===== src/hw/adc_seq_regs.svh =====
// Field positions and phase timing constants of the conversion sequencer.
`ifndef ADC_SEQ_REGS_SVH
`define ADC_SEQ_REGS_SVH
`define CTRL_WIDTH 16
`define CTRL_CTC_MSB 15
`define CTRL_CTC_LSB 14
`define CTRL_STC_MSB 13
`define CTRL_STC_LSB 12
`define CTRL_PWROFF_BIT 7
`define CTC_FAST 2'h0
`define CTC_RESERVED 2'h1
`define CTC_SLOW 2'h2
`define CTC_MEDIUM 2'h3
`define HALVES_PER_CLK 2
`define RESULT_BITS 10
`define RESULT_ZERO 10'h000
`define RESULT_FULL 10'h3ff
`define RESULT_MSB_MASK 10'h200
`define SAMPLE_HALVES_S0 120
`define SAMPLE_HALVES_S1 140
`define SAMPLE_HALVES_S2 200
`define SAMPLE_HALVES_S3 400
`define COMP_HALVES_S0 240
`define COMP_HALVES_SX 280
`define SCALE_FAST 1
`define SCALE_MEDIUM 2
`define SCALE_SLOW 4
`define EXTRA_HALVES_F0 28
`define EXTRA_HALVES_F1 16
`define EXTRA_HALVES_F2 52
`define EXTRA_HALVES_F3 44
`define EXTRA_HALVES_M0 52
`define EXTRA_HALVES_M1 28
`define EXTRA_HALVES_M2 100
`define EXTRA_HALVES_M3 52
`define EXTRA_HALVES_S0 100
`define EXTRA_HALVES_S1 52
`define EXTRA_HALVES_S2 196
`define EXTRA_HALVES_S3 164
`define TOTAL_MIN_HALVES 388
`endif


===== src/hw/adc_seq_pkg.sv =====
// Types shared by the conversion sequencer modules.
package adc_seq_pkg;
  typedef logic [1:0] sel_t;
  typedef enum logic [1:0] {ST_IDLE, ST_SAMPLE, ST_COMPARE, ST_EXTRA}
    seq_state_t;
  typedef enum logic [1:0] {PH_SAMPLE, PH_COMPARE, PH_EXTRA} phase_t;
endpackage : adc_seq_pkg


===== src/hw/sar_link_if.sv =====
// Link between the phase sequencer and the approximation register.
interface sar_link_if #(parameter int RES_W = 10);
  logic load;
  logic decide;
  logic cmp_above;
  logic [RES_W-1:0] trial;
  logic [RES_W-1:0] code;
  modport seq (output load, output decide, output cmp_above,
    input trial, input code);
  modport sar (input load, input decide, input cmp_above,
    output trial, output code);
endinterface : sar_link_if


===== src/hw/sar_register.sv =====
// Successive approximation register that settles one bit per decision.
`include "adc_seq_regs.svh"
module sar_register import adc_seq_pkg::*; #(
  parameter int RES_W = `RESULT_BITS
) (
  input wire logic clock,
  input wire logic srst,
  sar_link_if.sar link
);
  logic [RES_W-1:0] code_ff;
  logic [RES_W-1:0] mask_ff;

  assign link.trial = code_ff | mask_ff;
  assign link.code = code_ff;

  // One comparison step keeps or drops the bit under trial.
  always_ff @(posedge clock) begin
    if (srst) begin
      code_ff <= '0;
      mask_ff <= '0;
    end else if (link.load) begin
      code_ff <= '0;
      mask_ff <= RES_W'(`RESULT_MSB_MASK);
    end else if (link.decide) begin
      if (link.cmp_above) begin
        code_ff <= code_ff | mask_ff;
      end
      mask_ff <= mask_ff >> 1;
    end
  end
endmodule : sar_register


===== src/hw/adc_conversion_timing_sequencer.sv =====
// Phase sequencer for a 10-bit successive approximation conversion.
`include "adc_seq_regs.svh"
module adc_conversion_timing_sequencer import adc_seq_pkg::*; #(
  parameter int CNT_W = 11,
  parameter int RES_W = `RESULT_BITS
) (
  input wire logic clock,
  input wire logic srst,
  input wire logic conv_start,
  input wire logic [`CTRL_WIDTH-1:0] converter_control_register,
  input wire logic cmp_above,
  input wire logic input_below_ground,
  input wire logic input_above_ref,
  output logic analog_enable,
  output logic sample_switch,
  output logic [RES_W-1:0] dac_code,
  output logic busy,
  output logic [RES_W-1:0] result,
  output logic result_valid,
  output logic ctrl_reserved_error
);
  sar_link_if #(.RES_W(RES_W)) link ();

  seq_state_t st_ff;
  sel_t ctc_ff;
  sel_t stc_ff;
  logic [CNT_W-1:0] cnt_ff;
  logic [3:0] bit_ff;
  logic below_ff;
  logic above_ff;
  logic [RES_W-1:0] result_ff;
  logic valid_ff;
  logic reserved_ff;
  logic analog_on_ff;
  sel_t ctc_in;
  sel_t stc_in;
  logic pwr_off;
  logic accept;
  logic phase_end;

  function automatic logic [11:0] phase_halves(input sel_t ctc,
      input sel_t stc, input phase_t ph);
    logic [11:0] base;
    logic [11:0] scale;
    base = '0;
    scale = 12'(`SCALE_FAST);
    unique case (ctc)
      `CTC_MEDIUM: scale = 12'(`SCALE_MEDIUM);
      `CTC_SLOW: scale = 12'(`SCALE_SLOW);
      default: scale = 12'(`SCALE_FAST);
    endcase
    unique case (ph)
      PH_SAMPLE: begin
        unique case (stc)
          2'h0: base = 12'(`SAMPLE_HALVES_S0);
          2'h1: base = 12'(`SAMPLE_HALVES_S1);
          2'h2: base = 12'(`SAMPLE_HALVES_S2);
          2'h3: base = 12'(`SAMPLE_HALVES_S3);
        endcase
        base = 12'(base * scale);
      end
      PH_COMPARE: begin
        base = (stc == 2'h0) ? 12'(`COMP_HALVES_S0) : 12'(`COMP_HALVES_SX);
        base = 12'(base * scale);
      end
      default: begin
        unique case ({ctc, stc})
          4'h0: base = 12'(`EXTRA_HALVES_F0);
          4'h1: base = 12'(`EXTRA_HALVES_F1);
          4'h2: base = 12'(`EXTRA_HALVES_F2);
          4'h3: base = 12'(`EXTRA_HALVES_F3);
          4'hc: base = 12'(`EXTRA_HALVES_M0);
          4'hd: base = 12'(`EXTRA_HALVES_M1);
          4'he: base = 12'(`EXTRA_HALVES_M2);
          4'hf: base = 12'(`EXTRA_HALVES_M3);
          4'h8: base = 12'(`EXTRA_HALVES_S0);
          4'h9: base = 12'(`EXTRA_HALVES_S1);
          4'ha: base = 12'(`EXTRA_HALVES_S2);
          4'hb: base = 12'(`EXTRA_HALVES_S3);
          default: base = 12'(`EXTRA_HALVES_F0);
        endcase
      end
    endcase
    return base;
  endfunction : phase_halves

  // Half-period units become whole clock cycles.
  function automatic logic [CNT_W-1:0] phase_cyc(input sel_t ctc,
      input sel_t stc, input phase_t ph);
    logic [11:0] halves;
    halves = phase_halves(ctc, stc, ph);
    return CNT_W'(halves / 12'(`HALVES_PER_CLK));
  endfunction : phase_cyc

  function automatic logic [CNT_W-1:0] step_cyc(input sel_t ctc,
      input sel_t stc);
    logic [CNT_W-1:0] comp;
    comp = phase_cyc(ctc, stc, PH_COMPARE);
    return CNT_W'(comp / CNT_W'(RES_W));
  endfunction : step_cyc

  assign ctc_in = converter_control_register[`CTRL_CTC_MSB:`CTRL_CTC_LSB];
  assign stc_in = converter_control_register[`CTRL_STC_MSB:`CTRL_STC_LSB];
  assign pwr_off = converter_control_register[`CTRL_PWROFF_BIT];
  assign accept = (st_ff == ST_IDLE) && conv_start && !pwr_off
    && (ctc_in != `CTC_RESERVED);
  assign phase_end = (st_ff != ST_IDLE) && (cnt_ff == '0)
    && ((st_ff != ST_COMPARE) || (bit_ff == 4'h0));

  assign link.load = accept;
  assign link.decide = (st_ff == ST_COMPARE) && (cnt_ff == '0) && !pwr_off;
  assign link.cmp_above = cmp_above;
  assign dac_code = link.trial;
  assign sample_switch = (st_ff == ST_SAMPLE);
  assign busy = (st_ff != ST_IDLE);
  assign analog_enable = analog_on_ff;
  assign result = result_ff;
  assign result_valid = valid_ff;
  assign ctrl_reserved_error = reserved_ff;

  // Phase sequence and per-phase countdown.
  always_ff @(posedge clock) begin
    if (srst) begin
      st_ff <= ST_IDLE;
      cnt_ff <= '0;
      bit_ff <= 4'h0;
      ctc_ff <= `CTC_FAST;
      stc_ff <= 2'h0;
    end else if (pwr_off) begin
      st_ff <= ST_IDLE;
      cnt_ff <= '0;
    end else begin
      unique case (st_ff)
        ST_IDLE: begin
          if (accept) begin
            ctc_ff <= ctc_in;
            stc_ff <= stc_in;
            st_ff <= ST_SAMPLE;
            cnt_ff <= phase_cyc(ctc_in, stc_in, PH_SAMPLE) - 1'b1;
          end
        end
        ST_SAMPLE: begin
          if (cnt_ff == '0) begin
            st_ff <= ST_COMPARE;
            bit_ff <= 4'(RES_W - 1);
            cnt_ff <= step_cyc(ctc_ff, stc_ff) - 1'b1;
          end else begin
            cnt_ff <= cnt_ff - 1'b1;
          end
        end
        ST_COMPARE: begin
          if (cnt_ff != '0) begin
            cnt_ff <= cnt_ff - 1'b1;
          end else if (bit_ff == 4'h0) begin
            st_ff <= ST_EXTRA;
            cnt_ff <= phase_cyc(ctc_ff, stc_ff, PH_EXTRA) - 1'b1;
          end else begin
            bit_ff <= bit_ff - 4'h1;
            cnt_ff <= step_cyc(ctc_ff, stc_ff) - 1'b1;
          end
        end
        ST_EXTRA: begin
          if (cnt_ff == '0) begin
            st_ff <= ST_IDLE;
          end else begin
            cnt_ff <= cnt_ff - 1'b1;
          end
        end
      endcase
    end
  end

  // Range flags are frozen when the sample phase ends.
  always_ff @(posedge clock) begin
    if (srst) begin
      below_ff <= 1'b0;
      above_ff <= 1'b0;
    end else if (st_ff == ST_SAMPLE && cnt_ff == '0) begin
      below_ff <= input_below_ground;
      above_ff <= input_above_ref;
    end
  end

  // Result transfer at the end of the extra phase, with range clamping.
  always_ff @(posedge clock) begin
    if (srst) begin
      result_ff <= '0;
      valid_ff <= 1'b0;
    end else begin
      valid_ff <= 1'b0;
      if (st_ff == ST_EXTRA && cnt_ff == '0 && !pwr_off) begin
        valid_ff <= 1'b1;
        if (below_ff) begin
          result_ff <= RES_W'(`RESULT_ZERO);
        end else if (above_ff) begin
          result_ff <= RES_W'(`RESULT_FULL);
        end else begin
          result_ff <= link.code;
        end
      end
    end
  end

  // Power state and the reserved-setting flag.
  always_ff @(posedge clock) begin
    if (srst) begin
      analog_on_ff <= 1'b0;
      reserved_ff <= 1'b0;
    end else begin
      analog_on_ff <= !pwr_off;
      if (conv_start && st_ff == ST_IDLE) begin
        reserved_ff <= (ctc_in == `CTC_RESERVED);
      end
    end
  end

  sar_register #(.RES_W(RES_W)) u_sar (
    .clock(clock),
    .srst(srst),
    .link(link)
  );

  logic [CNT_W-1:0] len_ff;
  logic [12:0] total_ff;
  logic [12:0] exp_total;
  logic [3:0] dec_ff;
  assign exp_total = 13'(phase_cyc(ctc_ff, stc_ff, PH_SAMPLE))
    + 13'(phase_cyc(ctc_ff, stc_ff, PH_COMPARE))
    + 13'(phase_cyc(ctc_ff, stc_ff, PH_EXTRA));
  always_ff @(posedge clock) begin
    if (srst) begin
      len_ff <= '0;
      total_ff <= '0;
      dec_ff <= 4'h0;
    end else begin
      len_ff <= (accept || phase_end) ? '0 : len_ff + 1'b1;
      total_ff <= accept ? 13'h0000 : total_ff + 13'h0001;
      dec_ff <= accept ? 4'h0 : dec_ff + 4'(link.decide);
    end
  end
endmodule : adc_conversion_timing_sequencer


===== config.mk =====
export PLATFORM = sky130hd
export DESIGN_NAME = adc_conversion_timing_sequencer
export DESIGN_NICKNAME = d
export VERILOG_FILES = /design/src/hw/adc_seq_pkg.sv /design/src/hw/sar_link_if.sv /design/src/hw/sar_register.sv /design/src/hw/adc_conversion_timing_sequencer.sv
export VERILOG_INCLUDE_DIRS = /design/src /design/src/hw
export SDC_FILE = /design/constraint.sdc
export NUM_CORES = 1
export LEC_CHECK = 0
export BUFFER_PORTS_ARGS = -buffer_cell sky130_fd_sc_hd__buf_2
export CAP_MARGIN = 5
export CORE_UTILIZATION = 35
export CTS_CLUSTER_SIZE = 14
export DETAILED_ROUTE_END_ITERATION = 8
export GPL_TIMING_DRIVEN = 0
export PLACE_DENSITY_LB_ADDON = 0.15
export SETUP_SLACK_MARGIN = 0.5
export SLEW_MARGIN = 10
export SYNTH_ARGS = -nofsm -noshare
export SYNTH_HDL_FRONTEND = slang
export SYNTH_SLANG_ARGS = --single-unit

===== constraint.sdc =====
create_clock -name clock -period 4.1 [get_ports clock]
set_clock_uncertainty 0.05 [all_clocks]
set_input_delay 0.615 -clock clock [delete_from_list [all_inputs] [get_ports clock]]
set_output_delay 0.615 -clock clock [all_outputs]
set_load 0.005 [all_outputs]

==> run summary, run 1 <==
======================================================================================================
CP peak stage delay .....................................................................       630 ps
Clock root cell ......................................................................... sky130_fd_sc_hd__clkbuf_16
Number of violations of the max-capacitance limit .......................................            0
First-pass GRT wire length ..............................................................     19400 um
Clock transition at the register clock pins on the worst setup and hold paths after CTS .        60 ps
Routability Congestion ..................................................................        0.846
Worst r2r src ...........................................................................    stc_ff[1]
Final period util .......................................................................        97.4%
Endpoint class of the critical path .....................................................         flop
Setup Total Neg Slack ...................................................................         0 ps
Largest area contributor in the synthesized netlist ..................................... sky130_fd_sc_hd__dfxtp_1
Arrival time at the worst endpoint ......................................................      4180 ps
Final WL ................................................................................     11500 um
Num rows ................................................................................           41
Result of the run ....................................................................... complete, no violations
Clock latency at the later pin of the worst-skew pair ...................................       320 ps
Count of TritonRoute iterations in the first routing pass ...............................            5
Filler Cells Inserted ...................................................................         1267
Final Critical Period ...................................................................      4000 ps
Average via count per standard cell .....................................................         5.12
CTS Buffer Depth ........................................................................            2
Cell types occupying the most area after synthesis ...................................... sky130_fd_sc_hd__dfxtp_1 27%, sky130_fd_sc_hd__ha_1 15%, sky130_fd_sc_hd__nor2_1 6.4%
DP Area .................................................................................   5180 sq um
Buffers added on ports ..................................................................           34
Number of nets with antenna violations after detailed routing ...........................            0
Placed wire-length estimate .............................................................      8870 um
Category of cells accounting for the largest share of critical-path delay ...............  adder cells
Routed WL per cell ......................................................................      14.3 um
Area of all placed cells without fillers ................................................   5940 sq um
Maximum clock frequency .................................................................      250 MHz
Number of H-tree branching levels .......................................................            3
Clock tree sinks ........................................................................           62
Layout Area Growth over Synthesis .......................................................        27.3%
Min-Delay Startpoint ....................................................................    result[6]
Static power due to leakage .............................................................      2.59 nW
Register bit total from synthesis .......................................................           62
Area share of the leading cell type in the synthesized netlist ..........................        26.6%
Path type of the worst min-delay path ...................................................   reg -> reg
Number of remaining DRC errors ..........................................................            0
Post-synthesis cell count ...............................................................          571
Number of I/O pins ......................................................................           47
CTS tree ................................................................................         done
# setup viols final .....................................................................            0
Cell Area, Synth ........................................................................   4660 sq um
Worst hold slack across all endpoints ...................................................       390 ps
Initial core utilization ................................................................        36.4%
Most used flip-flop cell after synthesis ................................................ sky130_fd_sc_hd__dfxtp_1
Detailed router's first-iteration violation count .......................................          230
Final nets ..............................................................................          714
Average instance area after synthesis ...................................................   8.17 sq um
Launching element of the worst setup path ...............................................    stc_ff[1]
Die outline width .......................................................................       117 um
Critical-path top delay cell ............................................................ sky130_fd_sc_hd__fa_2
Number of max-slew violations in the final report .......................................            0
Die Area ................................................................................  13800 sq um
Total grt overflow ......................................................................            0
Total number of vias ....................................................................         4115
Top cell types by occurrence after synthesis ............................................ 80 x sky130_fd_sc_hd__nor2_1, 62 x sky130_fd_sc_hd__dfxtp_1, 57 x sky130_fd_sc_hd__ha_1, 40 x sky130_fd_sc_hd__nand2_1, 38 x sky130_fd_sc_hd__inv_1
Power density of the placed cells .......................................................  331 nW/um^2
YS warnings .............................................................................            0
Proportion of layout cells with a drive suffix above 1 ..................................        25.6%
Die extent in y .........................................................................       117 um
Most repeated cell in the gate-level netlist after synthesis ............................ sky130_fd_sc_hd__nor2_1
Share of flip-flops with an asynchronous set or reset ...................................           0%
Clock buffers created by TritonCTS ......................................................            9
Fin worst setup slack ...................................................................       105 ps
Max VDD drop ............................................................................     0.199 mV
Required time of the worst setup path ...................................................      4280 ps
Pin count of the biggest net entering global routing ....................................           14
Pre-CTS WS ..............................................................................      -274 ps
Slew @ Worst Pin ........................................................................       691 ps
Type of element launching the critical path .............................................         flop
Number of flops mapped to enable cells by yosys .........................................            0
Most frequent CP cell ................................................................... sky130_fd_sc_hd__ha_4
Critical Setup Path Class ...............................................................   reg -> reg
Antenna violations before repair ........................................................            0
Relative slew slack .....................................................................        52.7%
Overall power of the completed layout ...................................................      1.97 mW
Final-report hold violation count .......................................................            0
Crit path cell chain .................................................................... or2_4, buf_12, nor2_4, inv_1, fa_1, inv_2, ha_4, ha_4, ha_4, fa_2, nor3_4, a311o_1, mux2i_1, o31a_1, o31ai_1
Critical path peak fanout ...............................................................            6
Setup repair after global routing missed its margin .....................................         true
Buffer and inverter count on the worst path .............................................            3
GRT Util Overall ........................................................................        17.1%
Worst setup slack for register-to-register paths ........................................       100 ps
Fraction of the yosys area taken by sequential cells ....................................        26.6%
Number of distinct library cells after synthesis ........................................           68
CORE AREA ...............................................................................  12800 sq um
Vias in the first global route ..........................................................         4044
======================================================================================================
registers in the layout, indices dropped and copies added, names as in the netlist, 2 cells and up, named ones only:
name	flops
ctc_ff	2
bit_ff	4
st_ff	2
stc_ff	2
cnt_ff	11
u_sar.mask_ff	10
u_sar.link.code	10
result	10
layout by cell type (no fill, tap or decap), drive strengths merged, types with 5 or more instances in the layout:
| cell type | instances |
|---|---|
| a21o | 7 |
| a21oi | 33 |
| and2 | 8 |
| and3 | 8 |
| buf | 50 |
| clkbuf | 23 |
| dfxtp | 62 |
| fa | 10 |
| ha | 57 |
| inv | 41 |
| mux2i | 18 |
| nand2 | 41 |
| nand2b | 7 |
| nand3 | 17 |
| nor2 | 82 |
| nor2b | 12 |
| nor3 | 10 |
| o211ai | 5 |
| o21ai | 32 |
| or2 | 18 |
| xnor2 | 15 |
| xor2 | 5 |
worst paths after layout:
path | end | cells past startpoint
hold / removal | result[6] | 2
setup reg to reg | cnt_ff[0] | 15
setup / recovery | cnt_ff[0] | 15
hold reg to reg | result[6] | 2
power breakdown:
part | switching (mW) | total, mW | internal [mW] | leakage (nW)
sequential | 0.0139 | 0.631 | 0.617 | 0.503
combinational | 0.289 | 0.508 | 0.219 | 1.93
clock | 0.288 | 0.828 | 0.539 | 0.157
routing by layer:
layer,up-vias,part of all wire (%),GRT usage (%)
met1,1930,48,22.2
met2,82,47,29.3
met4,0,1.3,4.79
li1,2092,-,-
met3,11,4.0,2.63
met5,-,0,0
area by class of cell:
class                           instances  area (sq um)  area share (%)
Multi-Input combinational cell        448          3580            60.3
Sequential cell                        62          1240            21.0
Timing Repair Buffer                   42           255            4.30
Clock buffer                            9           225            3.79
Tap cell                              172           215            3.62
Inverter                               40           184            3.10
Buffer                                 22           129            2.17
Clock inverter                          7           103            1.73
Antenna cell                            1          2.50          0.0421
logic make-up (layout without fill, tap and decap cells):
group	Yosys count	in the layout	share of synthesized area [%]
AND/OR/NAND/NOR	220	220	24.0
XOR/XNOR	20	20	3.76
adder cells (fa/ha/maj)	67	67	19.6
flip-flops	62	62	26.6
other	1	3	0.0804
buffers and inverters	62	120	5.36
AO/OA/AOI/OAI	121	121	16.8
multiplexers	18	18	3.86
worst min-delay path: stages (launching register included):
cell                      delay, ps
sky130_fd_sc_hd__dfxtp_1        300
sky130_fd_sc_hd__nand2_1         50
sky130_fd_sc_hd__o21ai_1         50
per-stage QoR:
step | cells | utilization [%]
after floorplan | 572 | -
after global placement | 778 | 40.4
after detailed placement | 778 | 40.4
after CTS | 796 | 44.7
after global routing | 802 | 46.3
final | 803 | 46.3
what timing repair did:
action	4_1_cts	5_1_grt
endpoints found under the setup margin	6	6
buffers inserted	2	6
hold buffers	0	0
pin swaps	19	17
resized for setup	40	32
Power figures use the tool's default switching activity.
==> run 2, diff against run 1 <==
--- a/config.mk
+++ b/config.mk
@@ -11,7 +11,8 @@
 export CORE_UTILIZATION = 35
 export CTS_CLUSTER_SIZE = 14
 export DETAILED_ROUTE_END_ITERATION = 8
-export GPL_TIMING_DRIVEN = 0
+export GPL_TIMING_DRIVEN = 1
+export HOLD_SLACK_MARGIN = 0.1
 export PLACE_DENSITY_LB_ADDON = 0.15
 export SETUP_SLACK_MARGIN = 0.5
 export SLEW_MARGIN = 10
==> constraint.sdc (replaced) <==
create_clock -name clock -period 4.1 [get_ports clock]
set_clock_uncertainty 0.05 [all_clocks]
set_input_delay 0 -clock clock [delete_from_list [all_inputs] [get_ports clock]]
set_output_delay 0 -clock clock [all_outputs]
set_load 0.005 [all_outputs]
==> run 2 against run 1 <==
- non-clock buffer count is 8 lower
- wire length is 0.82% lower
- sequential cell count stayed put
- largest cell class unchanged
- largest power group unchanged
==> run summary, run 2 (same netlist as run 1, synthesis figures left out) <==
======================================================================================================
Result of the run ....................................................................... complete, no violations
Number of antenna repair diodes .........................................................            0   -1
Final WL ................................................................................     11400 um   -0.82%
Path type of the worst min-delay path ...................................................    in -> reg
Total number of vias ....................................................................         4087   -0.68%
Die extent in y .........................................................................       117 um   unchanged
Layout Area Growth over Synthesis .......................................................        21.1%
Final nets ..............................................................................          706   -1.1%
Die Area ................................................................................  13800 sq um   unchanged
Number of H-tree branching levels .......................................................            3   unchanged
Pin count of the biggest net entering global routing ....................................           20   +6
Number of nets with antenna violations after detailed routing ...........................            0   unchanged
Most frequent cells in the layout ....................................................... 76 x sky130_fd_sc_hd__nor2_1, 61 x sky130_fd_sc_hd__dfxtp_1, 49 x sky130_fd_sc_hd__ha_1
Initial core utilization ................................................................        36.4%   unchanged
Routability Congestion ..................................................................        0.869   +2.7%
Met3 usage in global routing ............................................................        3.11%   +0.49 points
Setup Total Neg Slack ...................................................................         0 ps   unchanged
Buffers added on ports ..................................................................           35   +2.9%
Relative slew slack .....................................................................        55.7%   +3.0 points
CORE AREA ...............................................................................  12800 sq um   unchanged
Final-report hold violation count .......................................................            0   unchanged
Endpoint class of the critical path .....................................................         flop
Cell total after placement ..............................................................          764   -1.8%
Power density of the placed cells .......................................................  319 nW/um^2   -3.6%
First-pass GRT wire length ..............................................................     19000 um   -2.0%
Number of violations of the max-capacitance limit .......................................            0   unchanged
Routed WL per cell ......................................................................      14.3 um   +0.30%
Setup repair after global routing missed its margin .....................................         true
Maximum clock frequency .................................................................      256 MHz   +2.4%
Final Critical Period ...................................................................      3900 ps   -95.1 ps
Clock buffers created by TritonCTS ......................................................            9   unchanged
Number of remaining DRC errors ..........................................................            0   unchanged
Clock root cell ......................................................................... sky130_fd_sc_hd__clkbuf_16
Largest register by flop count ..........................................................       cnt_ff
Met1 routing resource usage after global routing ........................................        22.8%   +0.56 points
Static power due to leakage .............................................................      2.57 nW   -0.79%
Type of element launching the critical path .............................................         flop
Slew @ Worst Pin ........................................................................       664 ps   -27.1 ps
Die outline width .......................................................................       117 um   unchanged
CTS tree ................................................................................         done
Final period util .......................................................................        95.1%   -2.3 points
Critical path peak fanout ...............................................................            4   -2
Total grt overflow ......................................................................            0   unchanged
Met2 global-route usage .................................................................        27.6%   -1.7 points
Vias in the first global route ..........................................................         3900   -3.6%
Average via count per standard cell .....................................................         5.15   +0.45%
Required time of the worst setup path ...................................................      4280 ps   about the same
Arrival time at the worst endpoint ......................................................      4080 ps   -100 ps
CTS Buffer Depth ........................................................................            2   unchanged
Cell Count, Final, Fillers Out ..........................................................          794   -1.1%
Num rows ................................................................................           41   unchanged
Antenna violations before repair ........................................................            0   unchanged
Count of TritonRoute iterations in the first routing pass ...............................            4   -1
Clock latency at the later pin of the worst-skew pair ...................................       320 ps   about the same
Number of max-slew violations in the final report .......................................            0   unchanged
Detailed router's first-iteration violation count .......................................          290   +26%
# setup viols final .....................................................................            0   unchanged
Critical Setup Path Class ...............................................................   reg -> reg
Flip-flop count of the largest register, all copies and words added .....................           11   unchanged
Proportion of layout cells with a drive suffix above 1 ..................................        20.3%   -5.3 points
Max VDD drop ............................................................................     0.230 mV   +15%
Number of I/O pins ......................................................................           47   unchanged
GRT Util Overall ........................................................................        16.9%   -0.23 points
Clock transition at the register clock pins on the worst setup and hold paths after CTS .        60 ps   about the same
Most frequent standard cell in the layout excluding fill and tap cells .................. sky130_fd_sc_hd__nor2_1
Clock tree sinks ........................................................................           62   unchanged
Placed wire-length estimate .............................................................      8730 um   -1.5%
Global routing's busiest layer ..........................................................         met2
======================================================================================================
-- run 2: changes by cell type in the layout (fill, tap and decap cells not counted), sizes merged --
cell	delta
buf	-4
diode	-1
dlygate4sd3	+10
bufinv	-2
clkinvlp	-1
inv	+1
clkbuf	-12
-- run 2: power breakdown --
part | leakage [nW] | internal [mW] | switching [mW]
Clock | 0.147 | 0.448 | 0.278
Sequential | 0.502 | 0.617 | 0.0147
Combinational | 1.92 | 0.182 | 0.263
Total | 2.57 | 1.25 | 0.556
-- run 2: layout make-up --
class / instances / area, sq um
sequential: 62 / 1240
fill: 1325 / 7170
inverter: 40 / 163
tap: 172 / 215
clock inverter: 5 / 40.0
timing repair buffer: 56 / 358
clock buffer: 11 / 253
multi-input combinational: 448 / 3380
-- run 2: worst paths after layout --
kind | startpoint | end | slack (ps) | cells past startpoint
setup / recovery | stc_ff[1] | cnt_ff[0] | 200 | 16
hold reg to reg | result[1] | result[1] | 390 | 2
hold / removal | cmp_above | u_sar.link.code[1] | 110 | 5
setup reg to reg | stc_ff[1] | cnt_ff[0] | 200 | 16
-- run 2: stage by stage --
| stage | instance area, sq um | total power [mW] | setup WS [ps] | hold slack [ps] | util [%] |
|---|---|---|---|---|---|
| detailed placement | 5150 | 1.06 | 174 | 224 | 40.2 |
| global placement | 5150 | 1.06 | 227 | 222 | 40.2 |
| floorplan | 4820 | 0.968 | 410 | 97.5 | - |
| global route | 5650 | 1.91 | 47.9 | 153 | 44.1 |
| finish | 5650 | 1.80 | 200 | 112 | 44.1 |
| CTS | 5570 | 1.81 | 232 | 106 | 43.4 |
-- run 2: metal layers --
layer	vias to the layer above	routed length [um]	share of wire (%)
met5	-	0	0
met4	0	62	0.55
met3	5	494	4.3
met2	72	5280	46
met1	1932	5530	49
li1	2078	-	-
-- run 2: timing repair --
action,4_1_cts,5_1_grt
pin swaps,5,7
setup endpoints to repair,2,4
buffers inserted,2,2
gates resized for setup,2,17
endpoints found under the hold margin,10,0
gates cloned,0,0
hold buffers,10,0
-- run 2: critical path: stages (launching register included) --
cell and delay (ps):
sky130_fd_sc_hd__dfxtp_1 310, sky130_fd_sc_hd__or2_4 310, sky130_fd_sc_hd__nor2_4 140, sky130_fd_sc_hd__inv_2 50, sky130_fd_sc_hd__fa_1 430, sky130_fd_sc_hd__inv_1 80, sky130_fd_sc_hd__ha_1 150, sky130_fd_sc_hd__fa_1 450
sky130_fd_sc_hd__ha_4 300, sky130_fd_sc_hd__ha_4 220, sky130_fd_sc_hd__a21oi_4 150, sky130_fd_sc_hd__and3_4 210, sky130_fd_sc_hd__nor2_2 40, sky130_fd_sc_hd__a311o_1 380, sky130_fd_sc_hd__mux2i_1 130, sky130_fd_sc_hd__o31a_1 240
sky130_fd_sc_hd__o31ai_1 190
